## src/hdl/srap_consts.vh

```
// Purpose: constants of the serial register access port
// Assumes: 15-bit register addresses, byte-wide registers
// Notes: trim reset values stand in for factory defaults
`ifndef SRAP_CONSTS_VH
`define SRAP_CONSTS_VH

// frame layout
`define SRAP_HDR_BITS 5'd16
`define SRAP_HDR_LAST 5'd15
`define SRAP_BYTE_LAST 3'd7
`define SRAP_RW_READ 1'b1

// register address windows
`define SRAP_OFS_BASE 15'h0330
`define SRAP_OFS_LAST 15'h033b
`define SRAP_GAIN_BASE 15'h0360
`define SRAP_GAIN_LAST 15'h0365
`define SRAP_FS_BASE 15'h0030
`define SRAP_FS_LAST 15'h0031

// storage index of each window's first byte and of the full-scale high byte, then the entry count
`define SRAP_IDX_OFS 5'h00
`define SRAP_IDX_GAIN 5'h0c
`define SRAP_IDX_FS 5'h12
`define SRAP_IDX_FS_HI 5'h13
`define SRAP_NUM_ENTRY 20

// reset values, and the byte read back from unmapped addresses
`define SRAP_RST_TRIM 8'h00
`define SRAP_RST_FS_LO 8'h00
`define SRAP_RST_FS_HI 8'h00
`define SRAP_UNMAPPED 8'h00

`endif

```

## src/hdl/srap_sync.v

```verilog
// Purpose: two-flop synchroniser, one per bit
// Assumes: inputs are asynchronous to clk
// Notes: first stage feeds only the second stage
`timescale 1ns/1ns
module srap_sync
#(
  parameter WIDTH = 3
)
(
  clk,
  nrst,
  din,
  dout
);
  input wire clk;
  input wire nrst;
  input wire [WIDTH-1:0] din;
  output wire [WIDTH-1:0] dout;

  genvar g;
  generate
    for (g = 0; g < WIDTH; g = g + 1)
    begin : g_bit
      reg meta_q;
      reg sync_q;
      always @(posedge clk or negedge nrst)
      begin
        if (!nrst)
        begin
          meta_q <= 1'b0;
          sync_q <= 1'b0;
        end
        else
        begin
          meta_q <= din[g];
          sync_q <= meta_q;
        end
      end
      assign dout[g] = sync_q;
    end
  endgenerate
endmodule

```

## src/hdl/srap_port.v

```verilog
// Purpose: serial register access port with trim register storage
// Assumes: sclk, port_select_n and sdi are asynchronous pins;
//   calibration and configuration inputs come from clk logic
// Notes: sdo_out / sdo_oe drive an external tri-state pad
//
// How it works
// [RQ1] host holds select low for whole access
// [RQ2] sample serial input on sclk rising edge
// [RQ3] no minimum sclk rate, pauses allowed
// [RQ4] 24-bit frames, most significant bit first
// [RQ5] multi-byte registers stored little-endian
// [RQ6] first bit: one reads, zero writes
// [RQ7] next 15 bits are register address
// [RQ8] write frame stores last eight bits
// [RQ9] read frame shifts register out, ignores input
// [RQ10] output undriven in writes and headers
// [RQ11] extra bytes stream while select stays low
// [RQ12] address steps by one per streamed byte
// [RQ13] direction bit picks increment or decrement
// [RQ14] address hold stops address advancing
// [RQ15] host avoids access during calibration
// [RQ16] separate offset trim for six cores
// [RQ17] offset calibration result loads offset trims; code loads it only while background_cal_enable is also set
// [RQ18] calibration never touches gain trims
// [RQ19] one full-scale trim for all inputs
// [RQ20] absent-core trims accepted but unused
// [RQ21] partial frame on release writes nothing
`timescale 1ns/1ns
`include "srap_consts.vh"
module srap_port
#(
  parameter CORES = 6,
  parameter ACTIVE_CORES = 6
)
(
  clk,
  nrst,
  sclk,
  port_select_n,
  sdi,
  sdo_out,
  sdo_oe,
  addr_direction_up,
  addr_hold,
  offset_cal_enable,
  background_cal_enable,
  cal_result_valid,
  cal_result_core,
  cal_result_value,
  core_offset_trim,
  core_gain_trim,
  fullscale_trim
);
  input wire clk;
  input wire nrst;
  input wire sclk;
  input wire port_select_n;
  input wire sdi;
  output reg sdo_out;
  output reg sdo_oe;
  input wire addr_direction_up;
  input wire addr_hold;
  input wire offset_cal_enable;
  input wire background_cal_enable;
  input wire cal_result_valid;
  input wire [2:0] cal_result_core;
  input wire [15:0] cal_result_value;
  output reg [CORES*16-1:0] core_offset_trim;
  output reg [CORES*8-1:0] core_gain_trim;
  output reg [15:0] fullscale_trim;

  // pin synchronisation
  wire [2:0] pins_s;
  wire sclk_s;
  wire sel_n_s;
  wire sdi_s;

  srap_sync #(.WIDTH(3)) u_sync
  (
    .clk(clk),
    .nrst(nrst),
    .din({sclk, port_select_n, sdi}),
    .dout(pins_s)
  );

  assign sclk_s = pins_s[2];
  assign sel_n_s = pins_s[1];
  assign sdi_s = pins_s[0];

  // sclk edge detection on the synchronised copy
  reg sclk_prev_q;
  wire sclk_rise;
  wire sclk_fall;
  wire active;

  always @(posedge clk or negedge nrst)
  begin
    if (!nrst)
      sclk_prev_q <= 1'b0;
    else
      sclk_prev_q <= sclk_s;
  end

  assign sclk_rise = sclk_s & ~sclk_prev_q; // RQ2
  assign sclk_fall = ~sclk_s & sclk_prev_q;
  assign active = ~sel_n_s; // RQ1

  // frame state
  reg in_hdr_q;
  reg [4:0] hdr_cnt_q;
  reg [15:0] hdr_q;
  reg rw_q;
  reg [14:0] addr_q;
  reg [2:0] bit_cnt_q;
  reg [7:0] wr_sh_q;
  reg [7:0] rd_sh_q;

  wire [15:0] hdr_nxt;
  wire [7:0] wr_byte;
  wire [14:0] step_addr;
  wire [14:0] nxt_addr;

  assign hdr_nxt = {hdr_q[14:0], sdi_s}; // RQ4
  assign wr_byte = {wr_sh_q[6:0], sdi_s}; // RQ4
  assign step_addr = addr_direction_up ? addr_q + 15'h0001
                                       : addr_q - 15'h0001; // RQ13
  assign nxt_addr = addr_hold ? addr_q : step_addr; // RQ12 RQ14

  // address decode into storage index
  function [5:0] map_addr;
    input [14:0] a;
    reg [14:0] d;
    begin
      d = 15'h0000;
      map_addr = 6'h00;
      if (a >= `SRAP_OFS_BASE && a <= `SRAP_OFS_LAST)
      begin
        d = a - `SRAP_OFS_BASE;
        map_addr = {1'b1, d[4:0] + `SRAP_IDX_OFS};
      end
      else if (a >= `SRAP_GAIN_BASE && a <= `SRAP_GAIN_LAST)
      begin
        d = a - `SRAP_GAIN_BASE;
        map_addr = {1'b1, d[4:0] + `SRAP_IDX_GAIN};
      end
      else if (a >= `SRAP_FS_BASE && a <= `SRAP_FS_LAST)
      begin
        d = a - `SRAP_FS_BASE;
        map_addr = {1'b1, d[4:0] + `SRAP_IDX_FS};
      end
    end
  endfunction

  // register storage
  reg [7:0] mem_q [0:`SRAP_NUM_ENTRY-1];

  wire [5:0] map_cur;
  wire [5:0] map_hdr;
  wire [5:0] map_nxt;
  wire [7:0] rd_hdr;
  wire [7:0] rd_nxt;

  assign map_cur = map_addr(addr_q);
  assign map_hdr = map_addr(hdr_nxt[14:0]);
  assign map_nxt = map_addr(nxt_addr);
  assign rd_hdr = map_hdr[5] ? mem_q[map_hdr[4:0]] : `SRAP_UNMAPPED;
  assign rd_nxt = map_nxt[5] ? mem_q[map_nxt[4:0]] : `SRAP_UNMAPPED;

  wire hdr_done;
  wire byte_done;
  wire spi_wr;
  wire cal_wr;
  wire [4:0] cal_idx;

  assign hdr_done = active & sclk_rise & in_hdr_q &
                    (hdr_cnt_q == `SRAP_HDR_LAST);
  assign byte_done = active & sclk_rise & ~in_hdr_q &
                     (bit_cnt_q == `SRAP_BYTE_LAST);
  assign spi_wr = byte_done & (rw_q != `SRAP_RW_READ) & map_cur[5]; // RQ8
  assign cal_wr = cal_result_valid & offset_cal_enable &
                  background_cal_enable &
                  (cal_result_core < CORES); // RQ17
  assign cal_idx = {cal_result_core, 1'b0} + `SRAP_IDX_OFS; // RQ16

  // frame sequencing, steps wait on sclk edges except the reset on release of select
  always @(posedge clk or negedge nrst)
  begin
    if (!nrst)
    begin
      in_hdr_q <= 1'b1;
      hdr_cnt_q <= 5'h00;
      hdr_q <= 16'h0000;
      rw_q <= 1'b0;
      addr_q <= 15'h0000;
      bit_cnt_q <= 3'h0;
      wr_sh_q <= 8'h00;
      rd_sh_q <= 8'h00;
    end
    else if (!active)
    begin
      // RQ21: release drops any partial frame
      in_hdr_q <= 1'b1;
      hdr_cnt_q <= 5'h00;
      bit_cnt_q <= 3'h0;
    end
    else if (sclk_rise) // RQ3
    begin
      if (in_hdr_q)
      begin
        hdr_q <= hdr_nxt;
        hdr_cnt_q <= hdr_cnt_q + 5'h01;
        if (hdr_done)
        begin
          rw_q <= hdr_nxt[15]; // RQ6
          addr_q <= hdr_nxt[14:0]; // RQ7
          in_hdr_q <= 1'b0;
          bit_cnt_q <= 3'h0;
          rd_sh_q <= rd_hdr;
        end
      end
      else
      begin
        wr_sh_q <= wr_byte;
        bit_cnt_q <= bit_cnt_q + 3'h1;
        if (byte_done)
        begin
          addr_q <= nxt_addr; // RQ11 RQ12
          rd_sh_q <= rd_nxt; // RQ9
        end
      end
    end
    else if (sclk_fall && !in_hdr_q)
      rd_sh_q <= {rd_sh_q[6:0], 1'b0}; // RQ9
  end

  // serial output, driven only in the data phase of reads
  always @(posedge clk or negedge nrst)
  begin
    if (!nrst)
    begin
      sdo_out <= 1'b0;
      sdo_oe <= 1'b0;
    end
    else if (!active || in_hdr_q || rw_q != `SRAP_RW_READ)
    begin
      sdo_out <= 1'b0;
      sdo_oe <= 1'b0; // RQ10
    end
    else if (sclk_fall)
    begin
      sdo_out <= rd_sh_q[7]; // RQ9
      sdo_oe <= 1'b1;
    end
  end

  // storage writes; serial write wins over a calibration result
  integer i;
  always @(posedge clk or negedge nrst)
  begin
    if (!nrst)
    begin
      for (i = 0; i < `SRAP_NUM_ENTRY; i = i + 1)
        mem_q[i] <= `SRAP_RST_TRIM;
      mem_q[`SRAP_IDX_FS] <= `SRAP_RST_FS_LO;
      mem_q[`SRAP_IDX_FS_HI] <= `SRAP_RST_FS_HI;
    end
    else
    begin
      if (cal_wr)
      begin
        mem_q[cal_idx] <= cal_result_value[7:0]; // RQ5 RQ17
        mem_q[cal_idx + 5'h01] <= cal_result_value[15:8];
      end
      if (spi_wr)
        mem_q[map_cur[4:0]] <= wr_byte; // RQ8 RQ20
    end
  end

  // trim outputs; absent cores present zero whatever is stored
  genvar g;
  generate
    for (g = 0; g < CORES; g = g + 1)
    begin : g_core
      always @(posedge clk or negedge nrst)
      begin
        if (!nrst)
        begin
          core_offset_trim[g*16 +: 16] <= 16'h0000;
          core_gain_trim[g*8 +: 8] <= 8'h00;
        end
        else if (g < ACTIVE_CORES) // RQ20
        begin
          core_offset_trim[g*16 +: 16] <=
            {mem_q[2*g+1], mem_q[2*g]}; // RQ5 RQ16
          core_gain_trim[g*8 +: 8] <=
            mem_q[g + `SRAP_IDX_GAIN]; // RQ18
        end
        else
        begin
          core_offset_trim[g*16 +: 16] <= 16'h0000;
          core_gain_trim[g*8 +: 8] <= 8'h00;
        end
      end
    end
  endgenerate

  always @(posedge clk or negedge nrst)
  begin
    if (!nrst)
      fullscale_trim <= 16'h0000;
    else
      fullscale_trim <= {mem_q[`SRAP_IDX_FS_HI],
                         mem_q[`SRAP_IDX_FS]}; // RQ19
  end
endmodule

```

## config.mk

```make
export PLATFORM = sky130hd
export DESIGN_NAME = srap_port
export DESIGN_NICKNAME = d
export VERILOG_FILES = /design/src/hdl/srap_sync.v /design/src/hdl/srap_port.v
export VERILOG_INCLUDE_DIRS = /design/src /design/src/hdl
export SDC_FILE = /design/constraint.sdc
export NUM_CORES = 1
export LEC_CHECK = 0
export ABC_AREA = 1
export BUFFER_PORTS_ARGS = -buffer_cell sky130_fd_sc_hd__buf_2
export CAP_MARGIN = 20
export CORE_MARGIN = 1
export CORE_UTILIZATION = 57
export DETAILED_ROUTE_END_ITERATION = 12
export PLACE_DENSITY_LB_ADDON = 0.15
export SLEW_MARGIN = 20
export SYNTH_ARGS = -nofsm -noshare
export SYNTH_HDL_FRONTEND = slang
export SYNTH_SLANG_ARGS = --single-unit
```

## constraint.sdc

```tcl
create_clock -name clk -period 11.1 [get_ports clk]
set_clock_uncertainty 0.1 [all_clocks]
set_input_delay 1.11 -clock clk [delete_from_list [all_inputs] [get_ports clk]]
set_output_delay 1.11 -clock clk [all_outputs]
set_load 0.02 [all_outputs]
```

==> impl_metrics.ini <==
[synthesis]
synth.distinct_cells = 51
yosysWarnings = 0
syn_area_mm2 = 0.01991
ys_seq_area_share_pct = 48.26
synthArstFlopShare_pct = 100.0
synth_edf_count = 0
syn-num-nets = 2628
netlist_instances = 2552
ys.flop_type = dfrtp_1
syn_area_per_cell_um2 = 7.803
postSynthRegisterBits = 384

[cts]
cts_hold_buf = 0
clock_tree.buffer_depth = 3
cts_root_buf = clkbuf_16
cts-resized-gates = 0
post_cts_buffers = 0
clkLatencyLatePin_ps = 550
clk_pin_slew_ps = 60
cts_made_buffers = 39
cts_tree = built
clock_sinks = 384
htreeDepth = 2

[grt]
grt_overflow = 0
grt_max_degree = 124
grt_use_total_pct = 37.16
antenna_found_initial = 3
grt_pass1_vias = 17303
grt_pass1_wl_um = 101500

[timing]
tightest_slew_ps = 1112
min_period_ps = 6182
timing.slew.headroom_pct = 25.78
finalHoldViolCount = 0
grt_setup_unrepaired = false
setup_violations = 0
max_clock_freq_ghz = 0.1618
setup_tns_ps = 0
setup_ws_ps = 4918
hold_slack_ps = 265.2
final.period_utilization_pct = 55.69
slew_viol_final = 0

[detailed_routing]
drt-total-wl_um = 65400
drt_iter0_markers = 2179
vias = 18462
post_drt_wl_per_cell_um = 20.68
drtAntennaViolNets = 0
first_pass_iters = 8
vias_per_cell = 5.839
drcViolationCount = 0

[worst_setup_path]
slowest_delay_ps = 560
reg2regPathDepth = 28
cpMaxStageDelayCell = buf_4
cp_common_cell = nand2_1
critPathCaptureType = flip-flop
worst_ep_required_time_ps = 11430
arrival_ps = 6510
worstSetupPathType = input pin to flip-flop
critPathMaxFanout = 67
startpoint_type = input pin

[floorplan]
ioPinCount = 191
rows = 68
core-area_mm2 = 0.03446
die_area_mm2 = 0.03569
die_w_um = 188.9
start_util_pct = 57.79
dieHeight_um = 188.9

[cells_and_area]
layout-drive-gt1-share_pct = 12.08
layout_common_cells = nand2_1 (743), dfrtp_1 (383), o21ai_0 (320)
finalNetCount = 2753
mostFrequentLayoutCell = nand2_1
areaGrowthSynthToFinish_pct = 12.23
final_core_util_pct = 64.86

[job]
cap_violations = 0

[placed_design]
place_congestion = 0.9727
dp_slack_ps = 4520
io_buffers = 190
dp_hpwl_um = 45420

[hold_path]
hp-class = flip-flop to flip-flop
hold_depth = 0

[power_and_ir_drop]
p_per_area_mw_per_mm2 = 167.1
max-vdd-ir-drop_uv = 170.1
leakagePower_uw = 0.01215

[run_status]
run_status = complete, no violations
[metal layers]
| layer | part of all wire [%] | GRT usage, % | routed length [um] |
|---|---|---|---|
| met1 | 42 | 53.16 | 27360 |
| met2 | 44 | 55.91 | 28740 |
| met3 | 9.5 | 5.635 | 6199 |
| met4 | 4.7 | 17.18 | 3076 |
| met5 | 0.017 | 0 | 11 |
[cells by family (layout without fill, tap and decap cells)]
group	after synthesis	after routing	synth area share, %
AO/OA/AOI/OAI	490	490	13.82
XOR/XNOR	9	9	0.3958
adder cells (fa/ha/maj)	47	47	2.991
buffers and inverters	452	606	9.073
flip-flops	384	384	48.26
multiplexers	24	24	1.206
other	0	1	0
AND/OR/NAND/NOR	1146	1146	24.25
[registers in the layout (all words and copies together), names as in the netlist, 3 cells and up]
register             count
bit_cnt_q                3
core_offset_trim        96
mem_q                  160
u_sync.g_bit.sync_q      3
rd_sh_q                  8
wr_sh_q                  7
fullscale_trim          16
u_sync.g_bit.meta_q      3
hdr_cnt_q                5
addr_q                  15
core_gain_trim          48
hdr_q                   15
[where the power goes]
| group | leakage [uW] | switching (uW) | internal (uW) |
|---|---|---|---|
| Sequential | 0.00496 | 171 | 1570 |
| Combinational | 0.00656 | 439 | 219 |
| Clock | 0.000632 | 575 | 761 |
[final timing paths]
kind / startpoint / to / slack, ps
hold / removal: u_sync.g_bit[2].meta_q / u_sync.g_bit[2].sync_q / 270
max in group asynchronous: nrst / mem_q[28] / 8400
min in group asynchronous: nrst / core_offset_trim[53] / 330
setup reg to reg: addr_q[0] / rd_sh_q[0] / 5310
setup / recovery: addr_direction_up / rd_sh_q[0] / 4920
hold reg to reg: u_sync.g_bit[2].meta_q / u_sync.g_bit[2].sync_q / 270
[cell usage after synthesis (all sizes together) (7+ instances only)]
cell type	count	share of area, %
nand2	752	14
dfrtp	383	48
o21ai	332	8.4
inv	324	6.1
nand3	269	7.0
nor2	87	1.8
clkbuf	76	1.4
a21oi	62	1.6
ha	46	2.9
buf	45	1.4
o211ai	40	1.5
mux2i	24	1.2
nand4	17	0.53
o221ai	13	0.57
o22ai	13	0.47
a221oi	12	0.53
nor3	11	0.35
clkinv	7	0.13
[critical path, delay by kind of cell]
family / cells / cell delay [ps]
buf+inv: 7 / 1860
simple gates: 18 / 2080
fa+ha+maj: 2 / 660
compound gates: 3 / 650
[area by class of cell]
type | instances | area [um^2]
sequential | 384 | 9610
fill | 2977 | 12110
antenna | 1 | 2.502
clock buffer | 49 | 1105
inverter | 331 | 1242
timing repair buffer | 205 | 1097
multi-input combinational | 1716 | 8521
clock inverter | 21 | 202.7
tap | 455 | 569.3
[through the flow]
step	total power, uW	instances	instance area [um^2]
2_1_floorplan	2123	2552	19910
3_3_place_gp	2393	3089	20990
3_5_place_dp	2407	3090	21000
4_1_cts	3740	3160	22310
5_1_grt	3896	3161	22350
6_report	3734	3162	22350
Power figures use the tool's default switching activity.
